**src/core/sof_pkg.sv**
```systemverilog
// Constants shared by the serial output frame and mapper configuration block
package sof_pkg;

    // ---------------------------------------------------------------
    // Register indices (byte address is four times the index)
    // ---------------------------------------------------------------
    localparam logic [5:0] IDX_FRAME_CLOCK = 6'h19;
    localparam logic [5:0] IDX_DRIVE = 6'h1A;
    localparam logic [5:0] IDX_MAPPER = 6'h1B;
    localparam logic [5:0] IDX_DELAY = 6'h1E;

    // ---------------------------------------------------------------
    // Field positions
    // ---------------------------------------------------------------
    localparam int FC_SRC_BIT = 7;
    localparam int FC_DIV_BIT = 4;
    localparam int FC_STRETCH_BIT = 0;
    localparam int DRV_HALF_BIT = 6;
    localparam int MAP_EN_BIT = 7;
    localparam int MAP_WIDE_BIT = 6;
    localparam int MAP_RES_LSB = 3;
    localparam int DLY_WORD_LSB = 2;
    localparam int DLY_BCLK_LSB = 0;

    // Writable bits; the rest hold no state and read as zero
    localparam logic [7:0] FC_MASK = 8'h91;
    localparam logic [7:0] DRV_MASK = 8'h40;
    localparam logic [7:0] MAP_MASK = 8'hF8;
    localparam logic [7:0] DLY_MASK = 8'h0F;

    // ---------------------------------------------------------------
    // Reset values
    // ---------------------------------------------------------------
    localparam logic [7:0] FC_RESET = 8'h00;
    localparam logic [7:0] DRV_RESET = 8'h00;
    localparam logic [7:0] MAP_RESET = 8'h08;
    localparam logic [7:0] DLY_RESET = 8'h00;

    // ---------------------------------------------------------------
    // Resolution codes and word widths
    // ---------------------------------------------------------------
    localparam logic [2:0] RES_18 = 3'h0;
    localparam logic [2:0] RES_16 = 3'h1;
    localparam logic [2:0] RES_14 = 3'h2;
    localparam int SAMPLE_W = 20;
    localparam int RES_W = 5;
    localparam logic [4:0] BITS_20 = 5'h14;
    localparam logic [4:0] BITS_18 = 5'h12;
    localparam logic [4:0] BITS_16 = 5'h10;
    localparam logic [4:0] BITS_14 = 5'h0E;
    localparam int FIFO_DEPTH = 8;

    // ---------------------------------------------------------------
    // Effective output word width
    // ---------------------------------------------------------------
    function automatic logic [4:0] res_bits(input logic wide, input logic map_en,
                                            input logic bypass, input logic [2:0] code);
        logic [4:0] bits;
        bits = BITS_16;
        if (wide)
            bits = BITS_20;
        else if (!bypass || map_en)
        begin
            case (code)
                RES_18: bits = BITS_18;
                RES_14: bits = BITS_14;
                default: bits = BITS_16;
            endcase
        end
        return bits;
    endfunction

    // Keep the top bits of a sample, clear the rest
    function automatic logic [19:0] map_word(input logic [19:0] smp, input logic [4:0] bits);
        logic [19:0] keep;
        keep = 20'hFFFFF << (5'h14 - bits);
        return smp & keep;
    endfunction

endpackage

```
**src/core/sof_fifo.sv**
```systemverilog
// Flip-flop FIFO with valid/ready on both sides
`timescale 1ns/1ps
`default_nettype none
module sof_fifo #(
    parameter int WIDTH = 20,
    parameter int DEPTH = 8
) (
    // Clock and reset
    input wire logic sys_clk,
    input wire logic rst_b,
    // Fill side
    input wire logic [WIDTH-1:0] s_data,
    input wire logic s_valid,
    output logic s_ready,
    // Drain side
    output logic [WIDTH-1:0] m_data,
    output logic m_valid,
    input wire logic m_ready
);
    localparam int AW = $clog2(DEPTH);

    logic [WIDTH-1:0] mem [DEPTH];
    logic [AW-1:0] wr_ptr;
    logic [AW-1:0] rd_ptr;
    logic [AW:0] count;
    logic full;
    logic empty;
    wire push = s_valid && !full;
    wire pop = m_valid && m_ready;
    wire [AW:0] next_count = count + {{AW{1'b0}}, push} - {{AW{1'b0}}, pop};

    assign s_ready = !full;
    assign m_valid = !empty;
    assign m_data = mem[rd_ptr];

    always_ff @(posedge sys_clk or negedge rst_b)
    begin
        if (!rst_b)
        begin
            wr_ptr <= '0;
            rd_ptr <= '0;
            count <= '0;
            full <= 1'b0;
            empty <= 1'b1;
        end
        else
        begin
            if (push)
                wr_ptr <= (wr_ptr == AW'(DEPTH - 1)) ? '0 : wr_ptr + 1'b1;
            if (pop)
                rd_ptr <= (rd_ptr == AW'(DEPTH - 1)) ? '0 : rd_ptr + 1'b1;
            count <= next_count;
            full <= (next_count == (AW + 1)'(DEPTH));
            empty <= (next_count == '0);
        end
    end

    // Storage needs no reset; only read once written
    always_ff @(posedge sys_clk)
    begin
        if (push)
            mem[wr_ptr] <= s_data;
    end
endmodule
`default_nettype wire

```
**src/core/sof_frame_gen.sv**
```systemverilog
// Frame clock generator: source select, divide and stretch
`timescale 1ns/1ps
`default_nettype none
module sof_frame_gen (
    // Clock and reset
    input wire logic sys_clk,
    input wire logic rst_b,
    // Configuration
    input wire logic src_ddc,
    input wire logic divide,
    input wire logic stretch,
    // Frame strobes from the core and the downconverter block
    input wire logic core_tick,
    input wire logic ddc_tick,
    // Frame clock level
    output logic frame_clock
);
    logic phase;
    wire sel_tick = src_ddc ? ddc_tick : core_tick;
    // Divide and stretch both hold each level over two strobes (A and B)
    wire two_step = divide || stretch;
    wire flip = sel_tick && (!two_step || phase);

    always_ff @(posedge sys_clk or negedge rst_b)
    begin
        if (!rst_b)
        begin
            phase <= 1'b0;
            frame_clock <= 1'b0;
        end
        else
        begin
            if (sel_tick)
                phase <= two_step ? !phase : 1'b0;
            if (flip)
                frame_clock <= !frame_clock;
        end
    end

    property p_src_core_ignores_ddc;
        @(posedge sys_clk) disable iff (!rst_b)
        (!src_ddc && ddc_tick && !core_tick) |=> $stable(frame_clock);
    endproperty
    a_src_core_ignores_ddc: assert property (p_src_core_ignores_ddc)
        else $error("frame clock moved on a strobe of the unselected source");

    property p_stretch_holds;
        @(posedge sys_clk) disable iff (!rst_b)
        (stretch && sel_tick && !phase) |=> $stable(frame_clock);
    endproperty
    a_stretch_holds: assert property (p_stretch_holds)
        else $error("stretched frame clock changed after channel A strobe");
endmodule
`default_nettype wire

```
**src/core/sof_serial_out_cfg.sv**
```systemverilog
// Serial output frame clock and bit mapper configuration with APB access
//
// Notes on behaviour
// - Frame bit 7 picks core or downconverter source.
// - Stretch bit 0 spans channel A and B.
// - Mapper enable changes resolution in bypass only.
// - Wide word bit 6 gives 20-bit words.
// - Resolution field 000/001/010 = 18/16/14, reset 001.
`timescale 1ns/1ps
`default_nettype none
module sof_serial_out_cfg (
    // Clock and reset
    input wire logic sys_clk,
    input wire logic rst_b,
    // APB slave
    input wire logic psel,
    input wire logic penable,
    input wire logic pwrite,
    input wire logic [7:0] paddr,
    input wire logic [31:0] pwdata,
    input wire logic [3:0] pstrb,
    output logic [31:0] prdata,
    output logic pready,
    output logic pslverr,
    // Datapath mode and frame strobes
    input wire logic decim_bypass,
    input wire logic core_frame_tick,
    input wire logic ddc_frame_tick,
    // Sample stream in
    input wire logic [19:0] in_sample,
    input wire logic in_valid,
    output logic in_ready,
    // Mapped word stream out
    output logic [19:0] out_word,
    output logic [4:0] out_res,
    output logic out_valid,
    input wire logic out_ready,
    // Output pin controls
    output logic frame_clock,
    output logic half_drive_current,
    output logic [1:0] output_word_delay,
    output logic [1:0] bit_clock_delay
);

    // ---------------------------------------------------------------
    // Registers
    // ---------------------------------------------------------------
    logic [7:0] frame_clock_config;
    logic [7:0] output_drive_config;
    logic [7:0] output_mapper_config;
    logic [7:0] output_delay_config;

    // ---------------------------------------------------------------
    // APB decode
    // ---------------------------------------------------------------
    wire [5:0] idx = paddr[7:2];
    wire hit_fc = (idx == sof_pkg::IDX_FRAME_CLOCK);
    wire hit_drv = (idx == sof_pkg::IDX_DRIVE);
    wire hit_map = (idx == sof_pkg::IDX_MAPPER);
    wire hit_dly = (idx == sof_pkg::IDX_DELAY);
    wire hit_any = hit_fc || hit_drv || hit_map || hit_dly;
    wire setup = psel && !penable;
    // One wait-free answer: pready rises in the access cycle after setup
    wire access_done = psel && penable && pready;
    // Only byte lane 0 carries a register; other lanes are dropped
    wire wr_en = access_done && pwrite && hit_any && pstrb[0];
    wire [7:0] wbyte = pwdata[7:0];

    wire [7:0] rd_byte =
        hit_fc ? frame_clock_config :
        hit_drv ? output_drive_config :
        hit_map ? output_mapper_config :
        hit_dly ? output_delay_config : 8'h00;
    wire [31:0] next_prdata = {24'h000000, rd_byte};

    always_ff @(posedge sys_clk or negedge rst_b)
    begin
        if (!rst_b)
        begin
            pready <= 1'b0;
            pslverr <= 1'b0;
            prdata <= 32'h00000000;
        end
        else
        begin
            pready <= setup;
            pslverr <= setup && !hit_any;
            if (setup && !pwrite)
                prdata <= next_prdata;
        end
    end

    // ---------------------------------------------------------------
    // Register writes
    // ---------------------------------------------------------------
    // Reserved bits are masked off so stray writes leave no trace
    always_ff @(posedge sys_clk or negedge rst_b)
    begin
        if (!rst_b)
        begin
            frame_clock_config <= sof_pkg::FC_RESET;
            output_drive_config <= sof_pkg::DRV_RESET;
            output_mapper_config <= sof_pkg::MAP_RESET;
            output_delay_config <= sof_pkg::DLY_RESET;
        end
        else if (wr_en)
        begin
            if (hit_fc)
                frame_clock_config <= wbyte & sof_pkg::FC_MASK;
            if (hit_drv)
                output_drive_config <= wbyte & sof_pkg::DRV_MASK;
            if (hit_map)
                output_mapper_config <= wbyte & sof_pkg::MAP_MASK;
            if (hit_dly)
                output_delay_config <= wbyte & sof_pkg::DLY_MASK;
        end
    end

    // ---------------------------------------------------------------
    // Field extraction
    // ---------------------------------------------------------------
    wire frame_clock_source_select = frame_clock_config[sof_pkg::FC_SRC_BIT];
    wire frame_clock_divide = frame_clock_config[sof_pkg::FC_DIV_BIT];
    wire frame_clock_stretch = frame_clock_config[sof_pkg::FC_STRETCH_BIT];
    wire mapper_enable = output_mapper_config[sof_pkg::MAP_EN_BIT];
    wire wide_word_enable = output_mapper_config[sof_pkg::MAP_WIDE_BIT];
    wire [2:0] output_resolution_select = output_mapper_config[sof_pkg::MAP_RES_LSB +: 3];

    assign half_drive_current = output_drive_config[sof_pkg::DRV_HALF_BIT];
    assign output_word_delay = output_delay_config[sof_pkg::DLY_WORD_LSB +: 2];
    assign bit_clock_delay = output_delay_config[sof_pkg::DLY_BCLK_LSB +: 2];

    // ---------------------------------------------------------------
    // Frame clock
    // ---------------------------------------------------------------
    // Divide is applied as set; software picks it per lane/mode
    sof_frame_gen u_frame (
        .sys_clk(sys_clk),
        .rst_b(rst_b),
        .src_ddc(frame_clock_source_select),
        .divide(frame_clock_divide),
        .stretch(frame_clock_stretch),
        .core_tick(core_frame_tick),
        .ddc_tick(ddc_frame_tick),
        .frame_clock(frame_clock)
    );

    // ---------------------------------------------------------------
    // Sample buffer
    // ---------------------------------------------------------------
    logic [19:0] fifo_data;
    logic fifo_valid;
    wire load = fifo_valid && (!out_valid || out_ready);

    sof_fifo #(
        .WIDTH(sof_pkg::SAMPLE_W),
        .DEPTH(sof_pkg::FIFO_DEPTH)
    ) u_fifo (
        .sys_clk(sys_clk),
        .rst_b(rst_b),
        .s_data(in_sample),
        .s_valid(in_valid),
        .s_ready(in_ready),
        .m_data(fifo_data),
        .m_valid(fifo_valid),
        .m_ready(load)
    );

    // ---------------------------------------------------------------
    // Bit mapper
    // ---------------------------------------------------------------
    // Mapper enable matters in bypass only; decimated data uses the field unless wide word is set
    wire [4:0] next_res = sof_pkg::res_bits(wide_word_enable, mapper_enable,
                                            decim_bypass, output_resolution_select);
    wire [19:0] next_word = sof_pkg::map_word(fifo_data, next_res);

    always_ff @(posedge sys_clk or negedge rst_b)
    begin
        if (!rst_b)
        begin
            out_valid <= 1'b0;
            out_word <= 20'h00000;
            out_res <= sof_pkg::BITS_16;
        end
        else
        begin
            if (load)
            begin
                out_word <= next_word;
                out_res <= next_res;
            end
            if (load)
                out_valid <= 1'b1;
            else if (out_ready)
                out_valid <= 1'b0;
        end
    end

    // ---------------------------------------------------------------
    // Checks
    // ---------------------------------------------------------------
    property p_wide_gives_20;
        @(posedge sys_clk) disable iff (!rst_b)
        (load && wide_word_enable) |=> (out_res == sof_pkg::BITS_20);
    endproperty
    a_wide_gives_20: assert property (p_wide_gives_20)
        else $error("wide word enable did not give 20-bit words");

    property p_bypass_unmapped_16;
        @(posedge sys_clk) disable iff (!rst_b)
        (load && decim_bypass && !mapper_enable && !wide_word_enable)
            |=> (out_res == sof_pkg::BITS_16);
    endproperty
    a_bypass_unmapped_16: assert property (p_bypass_unmapped_16)
        else $error("bypass without mapper changed the resolution");

    property p_res_14;
        @(posedge sys_clk) disable iff (!rst_b)
        (load && !wide_word_enable && !decim_bypass
            && output_resolution_select == sof_pkg::RES_14)
            |=> (out_res == sof_pkg::BITS_14) && (out_word[5:0] == 6'h00);
    endproperty
    a_res_14: assert property (p_res_14)
        else $error("code 010 did not give a 14-bit word");

    property p_res_18;
        @(posedge sys_clk) disable iff (!rst_b)
        (load && !wide_word_enable && decim_bypass && mapper_enable
            && output_resolution_select == sof_pkg::RES_18)
            |=> (out_res == sof_pkg::BITS_18);
    endproperty
    a_res_18: assert property (p_res_18)
        else $error("code 000 did not give an 18-bit word");

    property p_map_reset;
        @(posedge sys_clk) $rose(rst_b) |-> (output_mapper_config == sof_pkg::MAP_RESET);
    endproperty
    a_map_reset: assert property (p_map_reset)
        else $error("mapper register left reset with wrong value");

    property p_src_follows_write;
        @(posedge sys_clk) disable iff (!rst_b)
        (wr_en && hit_fc) |=> (frame_clock_source_select == $past(wbyte[7]));
    endproperty
    a_src_follows_write: assert property (p_src_follows_write)
        else $error("source select did not take the written value");

    property p_reserved_zero;
        @(posedge sys_clk) disable iff (!rst_b)
        (wr_en && hit_fc) |=> (frame_clock_config & ~sof_pkg::FC_MASK) == 8'h00;
    endproperty
    a_reserved_zero: assert property (p_reserved_zero)
        else $error("reserved frame clock bits took a value");

    property p_ready_after_setup;
        @(posedge sys_clk) disable iff (!rst_b)
        setup |=> pready ##1 !pready;
    endproperty
    a_ready_after_setup: assert property (p_ready_after_setup)
        else $error("pready not a single cycle after setup");

    property p_unmapped_err;
        @(posedge sys_clk) disable iff (!rst_b)
        (setup && !hit_any) |=> (pready && pslverr);
    endproperty
    a_unmapped_err: assert property (p_unmapped_err)
        else $error("unmapped access not flagged");

    property p_out_held;
        @(posedge sys_clk) disable iff (!rst_b)
        (out_valid && !out_ready) |=> out_valid && $stable(out_word);
    endproperty
    a_out_held: assert property (p_out_held)
        else $error("output word dropped under back-pressure");

endmodule
`default_nettype wire

```
**config.mk**
```make
export PLATFORM = sky130hd
export DESIGN_NAME = sof_serial_out_cfg
export DESIGN_NICKNAME = d
export VERILOG_FILES = /design/src/core/sof_pkg.sv /design/src/core/sof_fifo.sv /design/src/core/sof_frame_gen.sv /design/src/core/sof_serial_out_cfg.sv
export SDC_FILE = /design/constraint.sdc
export NUM_CORES = 1
export LEC_CHECK = 0
export ABC_AREA = 1
export BUFFER_PORTS_ARGS = -buffer_cell sky130_fd_sc_hd__buf_2
export CAP_MARGIN = 25
export CORE_MARGIN = 2
export CORE_UTILIZATION = 40
export CTS_CLUSTER_SIZE = 8
export DETAILED_ROUTE_END_ITERATION = 10
export GPL_TIMING_DRIVEN = 1
export PLACE_DENSITY = 0.62
export SKIP_CTS_REPAIR_TIMING = 1
export SYNTH_ARGS = -nofsm -noshare
export SYNTH_HDL_FRONTEND = slang
export SYNTH_HIERARCHICAL = 1
export SYNTH_SLANG_ARGS = --single-unit
```
**constraint.sdc**
```tcl
create_clock -name sys_clk -period 3.05 [get_ports sys_clk]
set_clock_uncertainty 0.1 [all_clocks]
set_input_delay 0.61 -clock sys_clk [delete_from_list [all_inputs] [get_ports sys_clk]]
set_output_delay 0.61 -clock sys_clk [all_outputs]
set_load 0.01 [all_outputs]
```
==> run metrics, run 1 <==
design area=11820 um^2; IO Pins=141; initial core utilization=40.62%; Worst Path Required=3.43 ns; Die Height=163.7 um; FF-to-FF Start=u_fifo/empty$_DFF_PN1_; Final nets=1258; Num CTS Buffers=31; Yosys reg bits=222; setup violators final=0; Max Slew Vio Count=0; Hold Vio Cnt, Final=21; routed length per instance=14.62 um; DIE AREA=26790 um^2; first-pass GRT wire length=35450 um; top cell type by total area after synthesis=edfxtp_1; Max Buffers Root-to-Sink=3; DRT Pass-1 Iters=4; layout cells sized above 1=15.05%; top cells by area, synth=edfxtp_1 47%, dfrtp_1 14%, nand2_1 14%; number of fill cells=2363; Max Freq=426.5 MHz; relative slew slack=36.98%; clock tree from TritonCTS=done; pwr/cell area=871.3 nW/um^2; Netlist Area Pre-Place=10200 um^2; H-tree lvl count=1; final hold slack=-0.01350 ns; r2r worst-path depth=12; HP Class=in2async; CTS root buffer=clkbuf_16; Critical Path AT=2.72 ns; gr usage total=17.01%; fin crit share=76.87%; status=complete, but fails checks; diode count=0; unrepaired setup endpoints after global routing=no; Synth top area share=47.11%; largest net degree at the start of global routing=83; vias in the first global route=6614; CP endpoint kind=flip-flop; critical path peak fanout=6; final worst path period need=2.345 ns; Post-Syn Instances=1071; synth-to-layout area growth=15.88%; leakage power=5.708 nW; Final HPWL DP=13440 um; initial antenna violation count=0; failing checks=hold timing; crit path kind=reg2reg; count of yosys warnings during synthesis=6; clk sinks=222; worst slew pin tran=0.9453 ns; Port Buffers=86; Yosys cell types=34; worst vdd ir=0.5747 mV; Initial DRC Count=475; average size of a mapped cell=9.522 um^2; Clock Latency Late Sink=0.56 ns; grt ovf=0; Post-DRT Antenna Nets=0; maxcap violations=0; Post-Route WL=22310 um; CORE AREA=25110 um^2; Clock Pin Slew Worst Setup and Hold Paths=0.05 ns; reg-to-reg slack, setup=0.71 ns; Avg Vias per Cell=4.541; Setup TNS Final=0 ns; Seq/Total Area, Yosys=62.36%; DRC viols=0; die width=163.7 um; global placement routability congestion=0.7984; Vias=6929; placed cell areas=10920 um^2; Reg2Reg Capture Point=u_fifo/empty$_DFF_PN1_; CP Launch Type=flip-flop; # rows=58
cell type report:
class	count	area (um^2)	area share (%)
Clock buffer	55	875.8	7.411
Clock inverter	1	20.02	0.1694
Inverter	206	775.7	6.564
Multi-Input combinational cell	607	2761	23.37
Sequential cell	222	6361	53.83
Tap cell	330	412.9	3.494
Timing Repair Buffer	105	610.6	5.167
synthesized netlist by cell type (all sizes together):
| library cell | n |
|---|---|
| buf | 54 |
| clkbuf | 6 |
| conb | 1 |
| dfrtp | 59 |
| dfstp | 3 |
| edfxtp | 160 |
| fa | 1 |
| ha | 10 |
| inv | 206 |
| nand2 | 395 |
| nand3 | 99 |
| nand4 | 2 |
| nor2 | 24 |
| nor3 | 2 |
| o21a | 2 |
| o21ai | 42 |
| o21bai | 1 |
| or2 | 3 |
| xnor2 | 1 |
worst max path at each step:
stage	start	to	slack (ns)	cells past startpoint
3_5_place_dp	out_ready	u_fifo/full$_DFF_PN0_	0.45	14
6_report	u_fifo/empty$_DFF_PN1_	u_fifo/empty$_DFF_PN1_	0.71	12
4_1_cts	u_fifo/empty$_DFF_PN1_	u_fifo/full$_DFF_PN0_	0.71	12
2_1_floorplan	out_ready	u_fifo/empty$_DFF_PN1_	0.49	13
3_3_place_gp	out_ready	u_fifo/empty$_DFF_PN1_	0.46	14
5_1_grt	u_fifo/empty$_DFF_PN1_	u_fifo/empty$_DFF_PN1_	0.56	12
layer usage:
metal / wire [um] / GRT usage, % / vias to the layer above
met2: 10670 / 29.72 / 192
met3: 1396 / 3.454 / 38
met4: 407 / 3.868 / 0
met5: 0 / 0 / -
met1: 9836 / 21.77 / 3211
li1: - / - / 3488
flip-flops by register name (all words and copies together), names as in the netlist:
signal                cells
pslverr                   1
output_drive_config       1
u_fifo/rd_ptr             3
u_fifo/full               1
pready                    1
u_fifo/count              4
prdata                    8
u_frame/frame_clock       1
output_delay_config       4
out_valid                 1
u_fifo/wr_ptr             3
output_mapper_config      5
out_res                   4
u_fifo/empty              1
frame_clock_config        3
u_frame/phase             1
u_fifo/mem              160
out_word                 20
cells in the final DEF, fill, tap and decap left out, types with 4 or more instances in the layout:
cell type  instances
edfxtp_1         160
o21ai_0            8
ha_1              10
o21ai_1           34
nand2_2            4
nor2_1             8
nor2_4             4
nand3_1           95
buf_2             86
nor2_2            11
buf_4             16
inv_2              5
clkbuf_1          23
conb_1            25
inv_1            200
dfrtp_1           58
nand2_1          388
clkbuf_16         31
per-stage QoR:
step                util (%)  instances  setup slack (ns)  total power (W)
floorplan                  -       1095            0.4905         0.006302
global placement       43.50       1470            0.4591         0.007177
detailed placement     43.50       1470            0.4539         0.007241
CTS                    47.07       1526            0.7079          0.01041
global route           47.07       1526            0.5642          0.01102
finish                 47.07       1526            0.7053          0.01030
power breakdown:
part	total [W]	leakage [nW]	internal, W	switching [W]
registers	0.00394	2.24	0.00377	0.000171
clock network	0.00312	0.426	0.00191	0.00121
logic	0.00323	3.04	0.00102	0.00221
total	0.0103	5.71	0.00670	0.00359
critical path, stage by stage (launching register included):
cell,delay [ns]
dfstp_2,0.52
inv_1,0.04
nand2_1,0.08
inv_2,0.08
inv_1,0.05
nor2_1,0.04
ha_1,0.27
inv_1,0.04
ha_1,0.21
fa_1,0.39
xnor2_1,0.21
nand2_1,0.11
nor2_1,0.13
logic make-up (layout without fill, tap and decap cells):
kind of cell	Yosys count	after routing	synth area share, %
adders and majority gates	11	11	1.423
AOI/OAI and AO/OA	45	45	2.392
and+or+nand+nor	525	525	22.06
xor gates and xnor gates	1	1	0.08589
other	1	25	0.03677
buffers and inverters	266	367	11.64
DFF	222	222	62.36
Power figures use the tool's default switching activity.
==> run 2, diff against run 1 <==
ABC_AREA = 0   (was 1)
PLACE_DENSITY = 0.65   (was 0.62)
clock period = 1.95 ns   (was 3.05 ns; I/O delays follow)
==> run 2 against run 1 <==
The flow finishes with violations (hold timing, setup timing). Non-clock buffer count increased by 34. Power increased by 53%. Die area decreased by 9.3%. Synthesized cell count decreased by 51%. Sequential power increased by 58%. Global-route usage decreased by 1.6 points. Hold slack improved by 0.012 ns. Fmax decreased by 5.1%. Core utilization increased by 3.4 points. Critical path type unchanged.
==> run metrics, run 2 <==
Num CTS Buffers=31 (unchanged); final worst setup slack=-0.5201 ns (-1.225 ns); Clock Latency Late Sink=0.55 ns (about the same); Cell Count, Final, Fillers Out=978 (-36%); dpl ws=-0.7094 ns (-1.163 ns); first-pass GRT wire length=28700 um (-19%); Max Slew Vio Count=0 (unchanged); CP endpoint kind=flip-flop; top flop regs=u_fifo/mem (160), out_word (20), prdata (8); Post-Route WL=18900 um (-15%); global placement routability congestion=0.7870 (-1.4%); count of yosys warnings during synthesis=6 (unchanged); top_reg_cell synth=edfxtp_1; CTS root buffer=clkbuf_16; leakage power=4.464 nW (-22%); CP max-delay cell=dfstp_2; maxcap violations=0 (unchanged); largest net degree at the start of global routing=45 (-46%); Critical Path AT=2.86 ns (+0.14 ns); Hold Path Depth=1; combinational fraction of design power=29.7% (-1.7 points); fin crit share=126.7% (+50 points); Post-Syn Instances=522 (-51%); HP Class=in2reg; commonest cells after routing, fill and taps aside=160 x edfxtp_1, 86 x buf_2, 58 x dfrtp_1; Yosys cell types=48 (+41%); CP bufs+invs=3 (-1); Seq/Total Area, Yosys=68.93% (+6.6 points); CORE AREA=22640 um^2 (-9.8%); EDFF count, synth=160 (unchanged); Reg2Reg Capture Point=u_fifo/empty$_DFF_PN1_; setup violators final=4 (+4); worst vdd ir=0.6847 mV (+19%); Worst Path Required=2.34 ns (-1.09 ns); pwr/cell area=1377 nW/um^2 (+58%); DRC viols=0 (unchanged); r2r worst-path depth=11 (-1); vias in the first global route=5217 (-21%); clk sinks=222 (unchanged); clock tree from TritonCTS=done; Inst Count DP=908 (-38%); Top reg by flops=u_fifo/mem; most frequent cell after synthesis=edfxtp_1; Clock Pin Slew Worst Setup and Hold Paths=0.05 ns (about the same); Synth top area share=52.07% (+5.0 points); crit-path cells=inv_2 -> nand2_4 -> inv_2 -> nor2b_4 -> ha_4 -> inv_4 -> ha_4 -> fa_2 -> xor2_1 -> or3_4 -> o21ba_4; Avg Vias per Cell=5.054 (+11%); HP Start=in_sample[12]; Final nets=757 (-40%); Max Freq=404.8 MHz (-5.1%); Clk pwr share=30.7% (+0.4 points); unrepaired setup endpoints after global routing=yes; final worst path period need=2.470 ns (+0.1254 ns); Initial DRC Count=336 (-29%); Die Height=155.9 um (-4.8%); DIE AREA=24300 um^2 (-9.3%); average size of a mapped cell=17.67 um^2 (+86%); Hold EP=u_fifo/mem[0][12]$_DFFE_PP_; layout cells sized above 1=38.87% (+24 points); Top Family by Delay on Critical Path=adder cells; reg-to-reg slack, setup=-0.52 ns (-1.23 ns); P_int=0.01132 W (+69%); Post-DRT Antenna Nets=0 (unchanged); Hold Vio Cnt, Final=5 (-76%); Psw=0.004429 W (+23%); number of fill cells=1867 (-21%); area of the multi-input gates=2700 um^2 (-2.2%); top cells by count, synth=160 x edfxtp_1, 59 x dfrtp_1, 48 x nand2_1; CP max stage delay=0.53 ns (about the same); die width=155.9 um (-4.8%); CP Launch Type=flip-flop; failing checks=hold timing, setup timing; gr usage total=15.39% (-1.6 points); # rows=55 (-5.2%); Final HPWL DP=11420 um (-15%); routed length per instance=19.32 um (+32%); top cells by area, synth=edfxtp_1 52%, dfrtp_1 16%, mux4_1 9.4%; crit path kind=reg2reg; H-tree lvl count=1 (unchanged); Vias=4943 (-29%); top cell type by total area after synthesis=edfxtp_1; Seq pwr share=39.6% (+1.3 points); Netlist Area Pre-Place=9226 um^2 (-9.5%); FF-to-FF Start=u_fifo/empty$_DFF_PN1_; critical path peak fanout=2 (-4); most common cell after layout, fill and taps aside=edfxtp_1; Max Buffers Root-to-Sink=3 (unchanged); synth-to-layout area growth=23.94%; final hold slack=-0.001093 ns (+0.01241 ns); status=complete, but fails checks; initial core utilization=40.75% (+0.13 points); DRT Pass-1 Iters=4 (unchanged); grt ovf=0 (unchanged); Final Power=0.01575 W (+53%); initial antenna violation count=3 (+3); Yosys reg bits=222 (unchanged); IO Pins=141 (unchanged); max reg flops=160 (unchanged); FF+latch area=6361 um^2 (unchanged); async set-reset flop share out of synthesis=27.93% (unchanged); Port Buffers=86 (unchanged); Net Sw Frac=28.12% (-6.8 points)
run 2: changes by cell type in the layout (fill, tap and decap cells not counted), sizes merged, moves of 25 or more:
cell and delta:
mux2 +42, buf +25, inv -196, nand3 -93, mux4 +40, nand2 -347
run 2: how the worst max path moves through the flow:
stage | start | cells after the start | to
after floorplan | u_fifo/empty$_DFF_PN1_ | 11 | u_fifo/empty$_DFF_PN1_
after CTS | u_fifo/empty$_DFF_PN1_ | 10 | u_fifo/empty$_DFF_PN1_
after global routing | u_fifo/empty$_DFF_PN1_ | 11 | u_fifo/empty$_DFF_PN1_
after detailed placement | out_ready | 11 | u_fifo/empty$_DFF_PN1_
final | u_fifo/empty$_DFF_PN1_ | 11 | u_fifo/empty$_DFF_PN1_
after global placement | out_ready | 11 | u_fifo/empty$_DFF_PN1_
run 2: cell type report:
class                   instances  area share, %
diodes                          1        0.02188
clock buffers                  52          7.561
clock inverters                 1         0.1751
inverters                      10         0.3501
multi-input cells             268          23.61
flip-flops and latches        222          55.63
well taps                     285          3.119
repair buffers                139          9.531
run 2: layer usage:
layer	track usage (%)	share of wire, %
met1	20.64	43
met3	3.361	7.5
met2	25.56	47
met4	4.194	2.5
met5	0	0.11
run 2: metrics by stage:
stage | hold WS (ns) | TNS (ns) | utilization (%) | area [um^2]
after detailed placement | 0.2528 | -3.585 | 45.48 | 10300
after global routing | 0.003925 | -1.477 | 50.49 | 11430
after CTS | -0.3328 | -2.196 | 49.38 | 11180
final | -0.001093 | -1.076 | 50.51 | 11430
after global placement | 0.2416 | -3.218 | 45.48 | 10300
after floorplan | -0.005591 | -16.89 | - | 9383
run 2: power groups by stage:
stage          sequential (W)  combinational, W  clock, W
3_5_place_dp          0.00632           0.00414         0
2_1_floorplan         0.00636           0.00267         0
5_1_grt               0.00630           0.00510   0.00518
3_3_place_gp          0.00627           0.00405         0
4_1_cts               0.00624           0.00418   0.00498
6_report              0.00623           0.00468   0.00484
run 2: worst reg2reg max path: stages (launching register included):
cell and delay (ns):
dfstp_2 0.53, inv_2 0.05, nand2_4 0.05, inv_2 0.03, nor2b_4 0.12, ha_4 0.27, inv_4 0.03, ha_4 0.15
fa_2 0.33, xor2_1 0.18, or3_4 0.35, o21ba_4 0.22
run 2: logic make-up (layout without fill, tap and decap cells):
| kind of cell | Yosys count | in the layout | synth area share (%) |
|---|---|---|---|
| flops | 222 | 222 | 68.93 |
| simple gates | 105 | 105 | 5.831 |
| mux | 84 | 84 | 16.65 |
| buf+inv | 56 | 202 | 3.919 |
| compound gates | 40 | 40 | 2.767 |
| fa+ha+maj | 11 | 11 | 1.573 |
| xor+xnor | 3 | 3 | 0.2848 |
| other cells | 1 | 26 | 0.04064 |
==> run 3, diff against run 2 <==
CORE_MARGIN = unset   (was 2)
==> run 3 against run 2 <==
The run ends with setup timing left. First-iteration DRC count up 0.30%. Hold slack gained 0.0097 ns. Core utilization down 0.17 points.
==> run metrics, run 3 (synthesis gave the netlist of run 2 again) <==
global placement routability congestion=0.7958 (+1.1%); Hold Vio Cnt, Final=0 (-5); CP Launch Type=flip-flop; largest net degree at the start of global routing=63 (+40%); DRT Pass-1 Iters=5 (+1); crit-path cells=inv_2 -> nand2_4 -> inv_2 -> nor2b_4 -> ha_4 -> inv_2 -> ha_4 -> fa_2 -> xor2_2 -> or3_4 -> o21ba_4; routed length per instance=19.30 um (-0.11%); Top reg by flops=u_fifo/mem; final worst setup slack=-0.5638 ns (-0.04369 ns); Crit path depth=11 (unchanged); most common cell after layout, fill and taps aside=edfxtp_1; pwr/cell area=1399 nW/um^2 (+1.5%); maxcap violations=0 (unchanged); Max Buffers Root-to-Sink=3 (unchanged); fin crit share=128.9% (+2.2 points); gr usage total=15.63% (+0.24 points); final worst path period need=2.514 ns (+0.04369 ns); clk sinks=222 (unchanged); Die Height=153.9 um (-1.3%); top flop regs=u_fifo/mem (160), out_word (20), prdata (8); Max Freq=397.8 MHz (-1.7%); clock tree from TritonCTS=done; failing checks=setup timing; unrepaired setup endpoints after global routing=yes; CP max stage delay=0.53 ns (about the same); Critical Path AT=2.90 ns (+0.04 ns); status=complete, but fails checks; IO Pins=141 (unchanged); layout cells sized above 1=39.80% (+0.92 points); most used cell, CP=inv_2; Num CTS Buffers=31 (unchanged); H-tree lvl count=1 (unchanged); CP endpoint kind=flip-flop; CTS root buffer=clkbuf_16; setup violators final=5 (+1); synth-to-layout area growth=23.51%; worst vdd ir=0.6478 mV (-5.4%); HP Class=in2reg; first-pass GRT wire length=28430 um (-0.92%); Avg Vias per Cell=5.055 (about the same); critical path peak fanout=2 (unchanged); Post-DRT Antenna Nets=0 (unchanged); Top Family by Delay on Critical Path=adder cells; number of fill cells=1872 (+0.27%); Worst Path Required=2.34 ns (about the same); Hold Path Depth=1 (unchanged); Inst Count DP=905 (-0.33%); Clock Pin Slew Worst Setup and Hold Paths=0.05 ns (about the same); Post-Route WL=18840 um (-0.31%); initial antenna violation count=2 (-1); Final nets=753 (-0.53%); Cell Count, Final, Fillers Out=976 (-0.20%); commonest cells after routing, fill and taps aside=160 x edfxtp_1, 86 x buf_2, 58 x dfrtp_1; CP max-delay cell=dfstp_2; die width=153.9 um (-1.3%); vias in the first global route=5092 (-2.4%); Port Buffers=86 (unchanged); dpl ws=-0.6423 ns (+0.06704 ns); # rows=55 (unchanged); initial core utilization=40.75% (unchanged); leakage power=4.419 nW (-1.0%); CP bufs+invs=3 (unchanged); r2r worst-path depth=11 (unchanged); grt ovf=0 (unchanged); max reg flops=160 (unchanged); Final HPWL DP=10900 um (-4.5%); diode count=0 (-1); crit path kind=reg2reg; DIE AREA=23680 um^2 (-2.5%); final hold slack=0.008577 ns (+0.009670 ns); Initial DRC Count=337 (+0.30%); CORE AREA=22640 um^2 (unchanged); Max Slew Vio Count=0 (unchanged); Clock Latency Late Sink=0.55 ns (about the same); DRC viols=0 (unchanged); Vias=4934 (-0.18%)
-- run 3: changes by cell type in the layout (fill, tap and decap cells not counted), sizes merged --
cell / change
buf: -4
clkbuf: +3
diode: -1
-- run 3: cell type report --
type	instances	area, um^2	share of cell area [%]
multi-input cells	268	2678	23.50
flip-flops and latches	222	6364	55.84
clock buffers	55	875.8	7.686
repair buffers	135	1065	9.343
well taps	285	356.6	3.129
clock inverters	1	20.02	0.1757
inverters	10	37.54	0.3294
-- run 3: worst register-to-register path, cell delays in order (launching register included) --
cell,delay [ns]
dfstp_2,0.53
inv_2,0.05
nand2_4,0.06
inv_2,0.04
nor2b_4,0.13
ha_4,0.25
inv_2,0.04
ha_4,0.15
fa_2,0.36
xor2_2,0.16
or3_4,0.38
o21ba_4,0.22
-- run 3: power by group --
group          internal [W]  switching [W]  leakage (nW)
clock               0.00300        0.00189         0.426
combinational       0.00255        0.00225          1.76
sequential          0.00592       0.000337          2.24
-- run 3: metrics by stage --
stage,TNS [ns],power [W],util (%),instance area [um^2]
6_report,-1.263,0.01594,50.33,11400
5_1_grt,-1.765,0.01671,50.33,11400
4_1_cts,-1.912,0.01542,49.39,11180
3_5_place_dp,-3.992,0.01049,45.43,10290
3_3_place_gp,-3.509,0.01034,45.43,10290
2_1_floorplan,-16.89,0.009036,-,9383
-- run 3: final timing paths --
| check | from | to | slack [ns] |
|---|---|---|---|
| hold / removal | in_sample[11] | u_fifo/mem[4][11]$_DFFE_PP_ | 0.009 |
| max in group asynchronous | rst_b | output_mapper_config[3]$_DFFE_PN1P_ | 1.11 |
| setup / recovery | u_fifo/empty$_DFF_PN1_ | u_fifo/empty$_DFF_PN1_ | -0.56 |
| hold reg to reg | u_frame/frame_clock$_DFFE_PN0P_ | u_frame/frame_clock$_DFFE_PN0P_ | 0.36 |
| min in group asynchronous | rst_b | u_frame/phase$_DFFE_PN0P_ | 0.32 |
| setup reg to reg | u_fifo/empty$_DFF_PN1_ | u_fifo/empty$_DFF_PN1_ | -0.56 |
-- run 3: per-layer routing --
metal / vias up / GRT usage (%) / routed length (um)
li1: 2237 / - / -
met1: 2472 / 21.13 / 8358
met2: 193 / 25.74 / 8967
met3: 28 / 3.495 / 1193
met4: 4 / 3.762 / 291
met5: - / 0 / 25
